`src/rtl/smmio_pkg.sv`:
```
// Constants shared by both ends of the I/O trap restart link
// Functional notes
// - Restart word at fixed offset, upper half reserved
// - 0000h continues next, 00FFh repeats trapped I/O
// - Restart word cleared on every management entry
// - Trap dword validity flag updated on trapped entry
// - Handler checks validity before touching restart word
// - Resume with 00FFh re-executes trapped I/O
// - Handler never writes word when flag invalid
// - New interrupt serviced before pending re-execution
// - Nested entry never valid; handler leaves word alone
// - Debug trap held until management mode exits
// - Debug control regs kept; breakpoint regs by handler
// - Held debug trap follows repeated I/O completion
// - During I/O trap, interrupt sampling beats debug
// - Non-maskable request accepted only after interrupt return
// - Then stays enabled; prior masking restored on exit
// - Valid flag means interrupt hit during I/O
// - Save-area offsets relative to current base
package smmio_pkg;
   localparam logic [15:0] OFF_RESTART = 16'hff00;
   localparam logic [15:0] OFF_TRAP = 16'hffa4;
   localparam logic [15:0] OFF_BASE = 16'hfef8;
   localparam logic [15:0] RESTART_NEXT = 16'h0000;
   localparam logic [15:0] RESTART_AGAIN = 16'h00ff;
   localparam int TRAP_VALID_BIT = 1;
   localparam int TRAP_PORT_LSB = 16;
   localparam logic [31:0] BASE_RESET = 32'h0003_0000;
   localparam logic [3:0] IRQ_HOLD_CYCLES = 4'h2;
   // Controller register map
   localparam logic [7:0] APB_CTRL = 8'h00;
   localparam logic [7:0] APB_STATUS = 8'h04;
   localparam logic [7:0] APB_TRAP = 8'h08;
   localparam logic [7:0] APB_INT_STATUS = 8'h0c;
   localparam logic [7:0] APB_INT_MASK = 8'h10;
   localparam int CTRL_RAISE = 0;
   localparam int CTRL_RESUME = 1;
   localparam int CTRL_IRQ_RET = 2;
   localparam int CTRL_WANT_RESTART = 3;
   localparam int INT_ENTERED = 0;
   localparam int INT_EXITED = 1;
endpackage : smmio_pkg

```
`src/rtl/smmio_if.sv`:
```
// Link between the processor trap unit and the system logic
`timescale 1ns/10ps
`default_nettype none
interface smmio_if;
   logic sysmgmtIrqN;
   logic mgmtActive;
   logic saveReq;
   logic saveWrite;
   logic [31:0] saveAddr;
   logic [31:0] saveWdata;
   logic [31:0] saveRdata;
   logic saveAck;
   logic resumeInstr;
   logic irqReturnInstr;
   modport dev (input sysmgmtIrqN, output mgmtActive, input saveReq, input saveWrite,
      input saveAddr, input saveWdata, output saveRdata, output saveAck,
      input resumeInstr, input irqReturnInstr);
   modport sys (output sysmgmtIrqN, input mgmtActive, output saveReq, output saveWrite,
      output saveAddr, output saveWdata, input saveRdata, input saveAck,
      output resumeInstr, output irqReturnInstr);
endinterface : smmio_if
`default_nettype wire

```
`src/rtl/smmio_trap_unit.sv`:
```
// Processor side: trap capture, restart slot, debug and NMI gating
`timescale 1ns/10ps
`default_nettype none
module smmio_trap_unit (
   input wire logic sys_clk,
   input wire logic rst_n,
   smmio_if.dev link,
   input wire logic ioActive,
   input wire logic [15:0] ioPortAddr,
   input wire logic ioIsInput,
   input wire logic ioIsString,
   input wire logic ioIsRep,
   input wire logic ioRepeatDone,
   input wire logic debugTrapReq,
   input wire logic nmiReq,
   input wire logic nmiMaskIn,
   output logic mgmtMode,
   output logic reexecIo,
   output logic continueNext,
   output logic debugTrapTake,
   output logic nmiTake,
   output logic nmiMask
);
   typedef enum logic {SMMIO_RUN, SMMIO_MGMT} smmio_mode_t;

   typedef struct packed {
      smmio_mode_t mode;
      logic irqPrev;
      logic irqPend;
      logic [15:0] restartWord;
      logic [31:0] trapDword;
      logic [31:0] smmBase;
      logic nested;
      logic reexecPending;
      logic reexecAwait;
      logic debugHeld;
      logic nmiEnabled;
      logic nmiSaved;
      logic nmiMask;
      logic ack;
      logic [31:0] rdata;
      logic reexecIo;
      logic continueNext;
      logic debugTrapTake;
      logic nmiTake;
   } smmio_dev_state_t;

   smmio_dev_state_t cur;
   smmio_dev_state_t next_cur;

   localparam logic [15:0] RESTART_NEXT_W = smmio_pkg::RESTART_NEXT;
   localparam logic [15:0] RESTART_AGAIN = smmio_pkg::RESTART_AGAIN;
   localparam logic [15:0] OFF_RESTART = smmio_pkg::OFF_RESTART;
   localparam logic [15:0] OFF_TRAP = smmio_pkg::OFF_TRAP;
   localparam logic [15:0] OFF_BASE = smmio_pkg::OFF_BASE;
   localparam logic [31:0] BASE_RESET_W = smmio_pkg::BASE_RESET;

   function automatic logic [15:0] smmioOffset(input logic [31:0] addr,
                                               input logic [31:0] base);
      logic [31:0] diff;
      diff = addr - base;
      smmioOffset = (diff[31:16] == 16'h0000) ? diff[15:0] : 16'h0000;
   endfunction : smmioOffset

   ////////////////////////////////////////////////////////////////////////////
   logic irqEdge;
   logic normalDebugFirst;
   logic nestedEntry;
   logic [15:0] accOff;

   always_comb
   begin
      irqEdge = cur.irqPrev & ~link.sysmgmtIrqN;
      // Outside an I/O trap a debug trap outranks interrupt sampling
      // Requests drop a cycle after their take, so never deliver one twice
      normalDebugFirst = debugTrapReq & ~ioActive & ~cur.debugHeld & ~cur.debugTrapTake;
      nestedEntry = cur.reexecPending;
      accOff = smmioOffset(link.saveAddr, cur.smmBase);
      next_cur = cur;
      next_cur.irqPrev = link.sysmgmtIrqN;
      next_cur.reexecIo = 1'b0;
      next_cur.continueNext = 1'b0;
      next_cur.debugTrapTake = 1'b0;
      next_cur.nmiTake = 1'b0;
      next_cur.ack = 1'b0;
      if (irqEdge)
      begin
         next_cur.irqPend = 1'b1;
      end
      unique case (cur.mode)
         SMMIO_RUN:
         begin
            if (nmiReq && !cur.nmiMask && !cur.nmiTake)
            begin
               next_cur.nmiTake = 1'b1;
            end
            if (cur.reexecAwait && ioRepeatDone)
            begin
               next_cur.reexecAwait = 1'b0;
               if (cur.debugHeld)
               begin
                  next_cur.debugTrapTake = 1'b1;
                  next_cur.debugHeld = 1'b0;
               end
            end
            if ((cur.irqPend || irqEdge) && !cur.reexecAwait && normalDebugFirst)
            begin
               next_cur.debugTrapTake = 1'b1;
            end
            else if ((cur.irqPend || irqEdge) && !cur.reexecAwait)
            begin
               next_cur.mode = SMMIO_MGMT;
               next_cur.irqPend = 1'b0;
               next_cur.restartWord = RESTART_NEXT_W;
               next_cur.trapDword = {ioPortAddr, 12'h000, ioIsRep, ioIsString,
                  ioActive & ~nestedEntry, ioIsInput};
               next_cur.nested = nestedEntry;
               if (debugTrapReq)
               begin
                  next_cur.debugHeld = 1'b1;
               end
               next_cur.nmiSaved = cur.nmiMask;
               next_cur.nmiMask = 1'b1;
               next_cur.nmiEnabled = 1'b0;
            end
            else if (cur.reexecPending)
            begin
               next_cur.reexecPending = 1'b0;
               next_cur.reexecAwait = 1'b1;
               next_cur.reexecIo = 1'b1;
            end
            else if (debugTrapReq && !cur.reexecAwait && !cur.debugHeld && !cur.debugTrapTake)
            begin
               next_cur.debugTrapTake = 1'b1;
            end
         end
         SMMIO_MGMT:
         begin
            if (link.irqReturnInstr)
            begin
               next_cur.nmiEnabled = 1'b1;
            end
            if (nmiReq && (cur.nmiEnabled || link.irqReturnInstr) && !cur.nmiTake)
            begin
               next_cur.nmiTake = 1'b1;
            end
            if (link.saveReq && !cur.ack)
            begin
               next_cur.ack = 1'b1;
               next_cur.rdata = 32'h0000_0000;
               if (link.saveWrite)
               begin
                  if (accOff == OFF_RESTART)
                  begin
                     // Upper half is reserved and never steers resume
                     next_cur.restartWord = link.saveWdata[15:0];
                  end
                  else if (accOff == OFF_BASE)
                  begin
                     next_cur.smmBase = link.saveWdata;
                  end
               end
               else if (accOff == OFF_RESTART)
               begin
                  next_cur.rdata = {16'h0000, cur.restartWord};
               end
               else if (accOff == OFF_TRAP)
               begin
                  next_cur.rdata = cur.trapDword;
               end
               else if (accOff == OFF_BASE)
               begin
                  next_cur.rdata = cur.smmBase;
               end
            end
            if (link.resumeInstr)
            begin
               next_cur.mode = SMMIO_RUN;
               next_cur.nmiMask = cur.nmiSaved;
               next_cur.nmiEnabled = 1'b0;
               if (cur.nested)
               begin
                  // Outer re-execution still owed; keep it and any held trap
                  next_cur.nested = 1'b0;
               end
               else if (cur.restartWord == RESTART_AGAIN)
               begin
                  next_cur.reexecPending = 1'b1;
               end
               else
               begin
                  next_cur.continueNext = 1'b1;
                  if (cur.debugHeld)
                  begin
                     next_cur.debugTrapTake = 1'b1;
                     next_cur.debugHeld = 1'b0;
                  end
               end
            end
         end
      endcase
      // Debug control state is owned elsewhere and survives untouched here
      if (!rst_n)
      begin
         next_cur = '0;
         next_cur.mode = SMMIO_RUN;
         next_cur.irqPrev = 1'b1;
         next_cur.smmBase = BASE_RESET_W;
         next_cur.nmiMask = nmiMaskIn;
      end
   end
   ////////////////////////////////////////////////////////////////////////////
   always_ff @(posedge sys_clk)
   begin
      cur <= next_cur;
   end

   assign link.mgmtActive = (cur.mode == SMMIO_MGMT);
   assign link.saveAck = cur.ack;
   assign link.saveRdata = cur.rdata;
   assign mgmtMode = (cur.mode == SMMIO_MGMT);
   assign reexecIo = cur.reexecIo;
   assign continueNext = cur.continueNext;
   assign debugTrapTake = cur.debugTrapTake;
   assign nmiTake = cur.nmiTake;
   assign nmiMask = cur.nmiMask;
endmodule : smmio_trap_unit
`default_nettype wire

```
`src/flat_wrapper.sv`:
```
// flat-port wrapper written by rule: the top's interface ports become plain ports
module smmio_trap_unit_flat 
  (sys_clk, rst_n, ioActive, ioPortAddr, ioIsInput, ioIsString, ioIsRep, ioRepeatDone, debugTrapReq, nmiReq, nmiMaskIn, mgmtMode, reexecIo, continueNext, debugTrapTake, nmiTake, nmiMask, link_sysmgmtIrqN, link_mgmtActive, link_saveReq, link_saveWrite, link_saveAddr, link_saveWdata, link_saveRdata, link_saveAck, link_resumeInstr, link_irqReturnInstr);
  smmio_if link_i ();
  input wire logic sys_clk;
  input wire logic rst_n;
  input wire logic ioActive;
  input wire logic [15:0] ioPortAddr;
  input wire logic ioIsInput;
  input wire logic ioIsString;
  input wire logic ioIsRep;
  input wire logic ioRepeatDone;
  input wire logic debugTrapReq;
  input wire logic nmiReq;
  input wire logic nmiMaskIn;
  output logic mgmtMode;
  output logic reexecIo;
  output logic continueNext;
  output logic debugTrapTake;
  output logic nmiTake;
  output logic nmiMask;
  input wire logic [$bits(link_i.sysmgmtIrqN)-1:0] link_sysmgmtIrqN;
  output wire logic [$bits(link_i.mgmtActive)-1:0] link_mgmtActive;
  input wire logic [$bits(link_i.saveReq)-1:0] link_saveReq;
  input wire logic [$bits(link_i.saveWrite)-1:0] link_saveWrite;
  input wire logic [$bits(link_i.saveAddr)-1:0] link_saveAddr;
  input wire logic [$bits(link_i.saveWdata)-1:0] link_saveWdata;
  output wire logic [$bits(link_i.saveRdata)-1:0] link_saveRdata;
  output wire logic [$bits(link_i.saveAck)-1:0] link_saveAck;
  input wire logic [$bits(link_i.resumeInstr)-1:0] link_resumeInstr;
  input wire logic [$bits(link_i.irqReturnInstr)-1:0] link_irqReturnInstr;
  assign link_i.sysmgmtIrqN = link_sysmgmtIrqN;
  assign link_mgmtActive = link_i.mgmtActive;
  assign link_i.saveReq = link_saveReq;
  assign link_i.saveWrite = link_saveWrite;
  assign link_i.saveAddr = link_saveAddr;
  assign link_i.saveWdata = link_saveWdata;
  assign link_saveRdata = link_i.saveRdata;
  assign link_saveAck = link_i.saveAck;
  assign link_i.resumeInstr = link_resumeInstr;
  assign link_i.irqReturnInstr = link_irqReturnInstr;
  smmio_trap_unit u_core (.sys_clk(sys_clk), .rst_n(rst_n), .link(link_i), .ioActive(ioActive), .ioPortAddr(ioPortAddr), .ioIsInput(ioIsInput), .ioIsString(ioIsString), .ioIsRep(ioIsRep), .ioRepeatDone(ioRepeatDone), .debugTrapReq(debugTrapReq), .nmiReq(nmiReq), .nmiMaskIn(nmiMaskIn), .mgmtMode(mgmtMode), .reexecIo(reexecIo), .continueNext(continueNext), .debugTrapTake(debugTrapTake), .nmiTake(nmiTake), .nmiMask(nmiMask));
endmodule
```
`config.mk`:
```
export PLATFORM = sky130hd
export DESIGN_NAME = smmio_trap_unit_flat
export DESIGN_NICKNAME = d
export VERILOG_FILES = /design/src/rtl/smmio_pkg.sv /design/src/rtl/smmio_if.sv /design/src/rtl/smmio_trap_unit.sv /design/src/flat_wrapper.sv
export SDC_FILE = /design/constraint.sdc
export NUM_CORES = 1
export LEC_CHECK = 0
export BUFFER_PORTS_ARGS = -buffer_cell sky130_fd_sc_hd__buf_2
export CORE_ASPECT_RATIO = 0.8
export CORE_MARGIN = 10
export CORE_UTILIZATION = 25
export CTS_CLUSTER_DIAMETER = 100
export DETAILED_ROUTE_END_ITERATION = 8
export GPL_ROUTABILITY_DRIVEN = 0
export PLACE_DENSITY = 0.5
export SLEW_MARGIN = 25
export SYNTH_ARGS = -nofsm -noshare
export SYNTH_HDL_FRONTEND = slang
export SYNTH_SLANG_ARGS = --single-unit
```
`constraint.sdc`:
```
create_clock -name sys_clk -period 6.54 [get_ports sys_clk]
set_input_delay 1.308 -clock sys_clk [delete_from_list [all_inputs] [get_ports sys_clk]]
set_output_delay 1.308 -clock sys_clk [all_outputs]
set_load 0.03 [all_outputs]
```
Word-level counts from Yosys, hierarchy flattened
Index checks and enable logic that the tools add are counted.
{ "totals": {"ramBits": 0, "regBits": 115, "word_cells": 140, "mem_bits_ro": 0, "out_inout_bits": 40, "in_bits": 95, "mem_count": 0, "latchBits": 0} }
{ "classes": {"n_lt_le_gt_ge": 0, "div": 0, "bitwise_logic": 15, "addsub": 1, "shifts": 0, "multipliers": 0, "eq_ne": 18, "muxes": 55, "reduce_logical": 32} }
{ "ops": {"columns": ["cell", "count"], "rows": [
  ["$mux 32", 4],
  ["$mux 49", 2],
  ["$mux 33", 2],
  ["$mux 16", 4],
  ["$eq 16x16->1 const B", 3],
  ["$mux 38", 1],
  ["$pmux 16 s2", 1],
  ["$sub 32x32->32", 1],
  ["$mux 1", 27],
  ["$ne 2x2->1 const B", 9],
  ["$eq 16x8->1 const B", 1],
  ["$logic_not 16->1", 1],
  ["$reduce_and 3->1", 5],
  ["$reduce_and 5->1", 3],
  ["$mux 2", 7],
  ["$pmux 2 s2", 3],
  ["$logic_and 1x1->1", 11],
  ["$not 1->1", 10],
  ["$ne 3x3->1 const B", 3],
  ["$reduce_or 4->1", 2],
  ["$mux 7", 1],
  ["$logic_not 1->1", 6],
  ["$and 1x1->1", 5],
  ["$mux 4", 1],
  ["other kinds (5)", 8]
]} }

Logic depth before layout (Yosys ltp)
{ "logic_depth": {"depth_word": 11, "depth_mapped": 14} }

Least setup slack after synthesis
Ideal clock, no wire load.
{ "synth_timing": {"path_kind": "input to register", "start": "input link_saveAddr[0]", "end": "register u_core.cur[46] (netlist bit)", "setup_time_ns": 0.121, "t_required_ns": 6.419, "cell_stages": 14, "n_path_buf": 1, "t_arrival_ns": 4.283, "path_slack_ns": 2.136, "path_cell_list": "inv_1 -> ha_1 -> fa_1 -> nand2b_1 -> a21oi_2 -> o21ai_1 -> o31ai_2 -> a21oi_1 -> a21oi_1 -> or4b_1 -> nor4_4 -> nand4_2 -> buf_4 -> mux2i_1"} }
{ "synth_via": {"elab_chain_len": 6, "elab_cells_between_ends": 7, "cone_classes": "add/sub: 1; eq/ne: 2; mux: 1; bitwise: 1; reduce/logical: 2"} }
{ "synth_lines": {"columns": ["element", "line", "source"], "rows": [
  ["from (decl)", "flat_wrapper.sv:26", "input wire logic [$bits(link_i.saveAddr)-1:0] link_saveAddr;"],
  ["$sub 32x32->32 *", "smmio_trap_unit.sv:61", "diff = addr - base;"],
  ["$logic_not 16->1", "smmio_trap_unit.sv:62", "smmioOffset = (diff[31:16] == 16'h0000) ? diff[15:0] : 16'h0000;"],
  ["$mux 16 *", "smmio_trap_unit.sv:62", null],
  ["$eq 16x16->1", "smmio_trap_unit.sv:153", "if (accOff == OFF_RESTART)"],
  ["$not 1->1 (no line)", null, null],
  ["$reduce_and 5->1 (no line) *", null, null],
  ["to (signal assigned)", "smmio_trap_unit.sv:215", "cur <= next_cur;"],
  ["to (decl)", "smmio_trap_unit.sv:48", "smmio_dev_state_t cur;"]
]} }
Every way passes the cells marked *; elsewhere a longest branch is shown, timed or not.
A chain may end at the register's enable or synchronous reset.

Final worst setup path
{ "layout_timing": {"start": "input link_saveAddr[0]", "end": "register u_core.cur[110] (netlist bit)"} }
{ "layout_via": {"elab_chain_len": 6} }
{ "layout_lines": {"columns": ["element", "line"], "rows": [
  ["$sub 32x32->32 *", "smmio_trap_unit.sv:61"],
  ["$logic_not 16->1", "smmio_trap_unit.sv:62"],
  ["$mux 16 *", "smmio_trap_unit.sv:62"],
  ["$eq 16x16->1 *", "smmio_trap_unit.sv:153"],
  ["$ne 2x2->1 (no line) *", null],
  ["$reduce_and 5->1 (no line) *", null]
]} }
Marks and branches as above.

==> out/results.ini <==
[yosys]
yosysTopAreaCell=dfxtp_1
yosys.area_share.simple_pct=23.59
netlist_top_cells_count=nand2_1 (218), dfxtp_1 (114), o21ai_0 (65), mux2i_1 (48), clkbuf_1 (47)
yosysWarnings=0
async_flop_share_pct=0
ys_seq_area_share_pct=31.73
ys_types=67
syn-cell-area_sq_mm=0.007288
syn_inst=950
synth_most_common_cell=nand2_1
synth_top_family_by_area=simple AND/OR/NAND/NOR gates
synthMuxAreaShare_pct=6.592
syn_nets=1078
synth-compound-area-share_pct=21.00
ys_top_cells_by_area=dfxtp_1 (31%), nand2_1 (11%), mux2i_1 (6.6%)
ys_ff_latch=115
synth_fa_ha_area_share_pct=5.768
synth_ff_type=dfxtp_1
synth-edff-count=1
synth_area_per_cell_sq_um=7.672
synth_xor_area_share_pct=2.403
synth_top_area_share_pct=31.31

[routing]
dr_wl_met2_mm=11.49
wl_mm=25.52
route.detailed.drc=0
drt_iter0_drc=634
wl_met3_mm=1.716
highest_layer=met4
viasPerCell=4.882
vias=6889
drtPass1Iterations=5
ant_nets=0
met1_length_mm=12.08
wl_per_cell_um=18.09

[flow_run]
max_cap_viol_count=0

[sta]
max_freq_mhz=214.7
slew_headroom_pct=33.06
worstMarginPinSlew_ns=1.004
final_hold_viol_count=0
tns_ns=0
fin_crit_sh_pct=71.23
finalSetupViolCount=0
drv_slew=0
rsz0062_at_grt=false
min_period_ns=4.658
worst_clock_skew_ns=0.02443

[clock_network]
cts_root_buffer=clkbuf_16
cts_tree=yes
post_cts_buffers=0
clk_path_buf_depth=2
cts_htree_levels=4
cts_buffers=17
ctsHoldBuffers=0
clk_latency_ns=0.44
path_clk_slew_ns=0.06
cts.sinks=115
ctsResizeCount=0

[power_and_ir_drop]
ir_worst_vdd_uv=183.7
pwr-share-seq_pct=37.6
p_leak_uw=0.003669
powerDensity_mw_per_mm2=223.5
p_sw_uw=605.5
clockPowerShare_pct=48.4
switching_share_pct=31.33
pwr-share-comb_pct=14.0
p_int_uw=1327

[die]
start_util_pct=25.58
row_count=55
die-area_sq_mm=0.03642
core_area_sq_mm=0.02849
num_io_pins=135
die_x_um=210.9
die-height_um=172.7

[grt]
grt_overflow=0
grt_pass1_wl_mm=39.41
grt_max_degree=54
grt_pass1_vias=6844
track_usage_pct=13.77
antenna_found_initial=2

[placed_design]
post-dp-hpwl_mm=19.96
port_buffers=134

[layout]
final_util_pct=30.36
final_layout_size_suffix_gt1_share_pct=19.44
area_growth_pct=18.66
nets=1154

[critical_path]
start_kind=input port
path_cells=buf_2 > inv_1 > ha_1 > fa_1 > nand2b_1 > a21oi_2 > o21ai_1 > nor3_1 > a221oi_2 > xnor2_1 > or4b_1 > nor4_4 > nand4_4 > mux2i_1
end_kind=flop
arrival_ns=5.01
path_max_fanout=16
crit_type=input port to flop
required_ns=6.89
timing.critical_path.slowest_stage_cell=or4b_1
slowest_delay_ns=0.59

[status]
status=finished clean

[worst_hold_path]
hold_path.class=flop to flop

[stage by stage]
step,hold slack [ns],instance area (sq um),setup WS (ns),power (uW),instances
2_1_floorplan,0.4263,7288,2.136,916.0,950
3_3_place_gp,0.4325,8043,1.514,1012,1376
3_5_place_dp,0.4380,8043,1.505,1011,1376
4_1_cts,0.4528,8632,1.926,1954,1408
5_1_grt,0.4890,8646,1.756,2016,1410
6_report,0.4462,8648,1.882,1933,1411
[final cells by class]
class	count	area (sq um)
diodes	2	5.005
clock buffers	17	425.4
clock inverters	15	163.9
fillers	3132	19840
inverters	46	172.7
multi-input cells	701	4349
flip-flops and latches	115	2312
well taps	370	462.9
repair buffers	145	757.0
[per-layer routing]
layer / track usage [%] / up-vias
met3: 3.668 / 20
met2: 21.48 / 219
met4: 3.435 / 0
li1: - / 3444
met5: 0 / -
met1: 18.35 / 3206
[cells by family after synthesis]
kind of cell | count (synthesis)
AOI/OAI and AO/OA | 233
DFF | 115
adders and majority gates | 33
muxes | 48
xor gates and xnor gates | 20
and+or+nand+nor | 367
buffers and inverters | 134
[worst max-delay path: cells and delay by family]
kind                     cells  cell delay (ns)
AND/OR/NAND/NOR              5             1.92
adder cells (fa/ha/maj)      2             0.62
AO/OA/AOI/OAI                3             0.55
multiplexers                 1             0.29
XOR/XNOR                     1             0.18
buffers and inverters        2             0.11
[registers in the layout, indices dropped and copies added (netlist names)]
name / cells
u_core.link.saveAck: 1
u_core.nmiMask: 1
u_core.nestedEntry: 1
u_core.link.mgmtActive: 1
u_core.cur: 75
u_core.nmiTake: 1
u_core.continueNext: 1
u_core.link.saveRdata: 32
u_core.debugTrapTake: 1
u_core.reexecIo: 1
[power by group through the flow]
| stage | Combinational [uW] | Clock (uW) | Sequential (uW) |
|---|---|---|---|
| 3_3_place_gp | 270 | 0 | 743 |
| 5_1_grt | 301 | 986 | 729 |
| 6_report | 270 | 936 | 727 |
| 4_1_cts | 270 | 958 | 727 |
| 3_5_place_dp | 268 | 0 | 743 |
| 2_1_floorplan | 171 | 0 | 745 |
[cell usage in the layout (no fill, tap or decap), types with 11 or more instances in the layout]
master,n
a21boi_0,26
a21o_1,11
a21oi_1,41
a22oi_1,31
buf_2,134
clkbuf_16,17
dfxtp_1,114
ha_1,32
inv_1,46
mux2i_1,48
nand2_1,218
nand4_1,15
nor2_1,40
nor2b_1,13
nor3_1,15
o21ai_0,65
xnor2_1,14
[path summary, 6_finish.rpt]
path,from,endpoint,slack (ns),depth (start not counted)
worst max-delay path,link_saveAddr[0],u_core.cur[110]$_SDFFE_PN0P_,1.88,14
worst min-delay path,u_core.link.saveRdata[27]$_SDFFE_PN0P_,u_core.link.saveRdata[27]$_SDFFE_PN0P_,0.45,2
worst max register to register,u_core.cur[44]$_SDFFE_PN0P_,u_core.cur[110]$_SDFFE_PN0P_,2.50,12
worst min register to register,u_core.link.saveRdata[27]$_SDFFE_PN0P_,u_core.link.saveRdata[27]$_SDFFE_PN0P_,0.45,2
(Power assumes the default switching activity.)
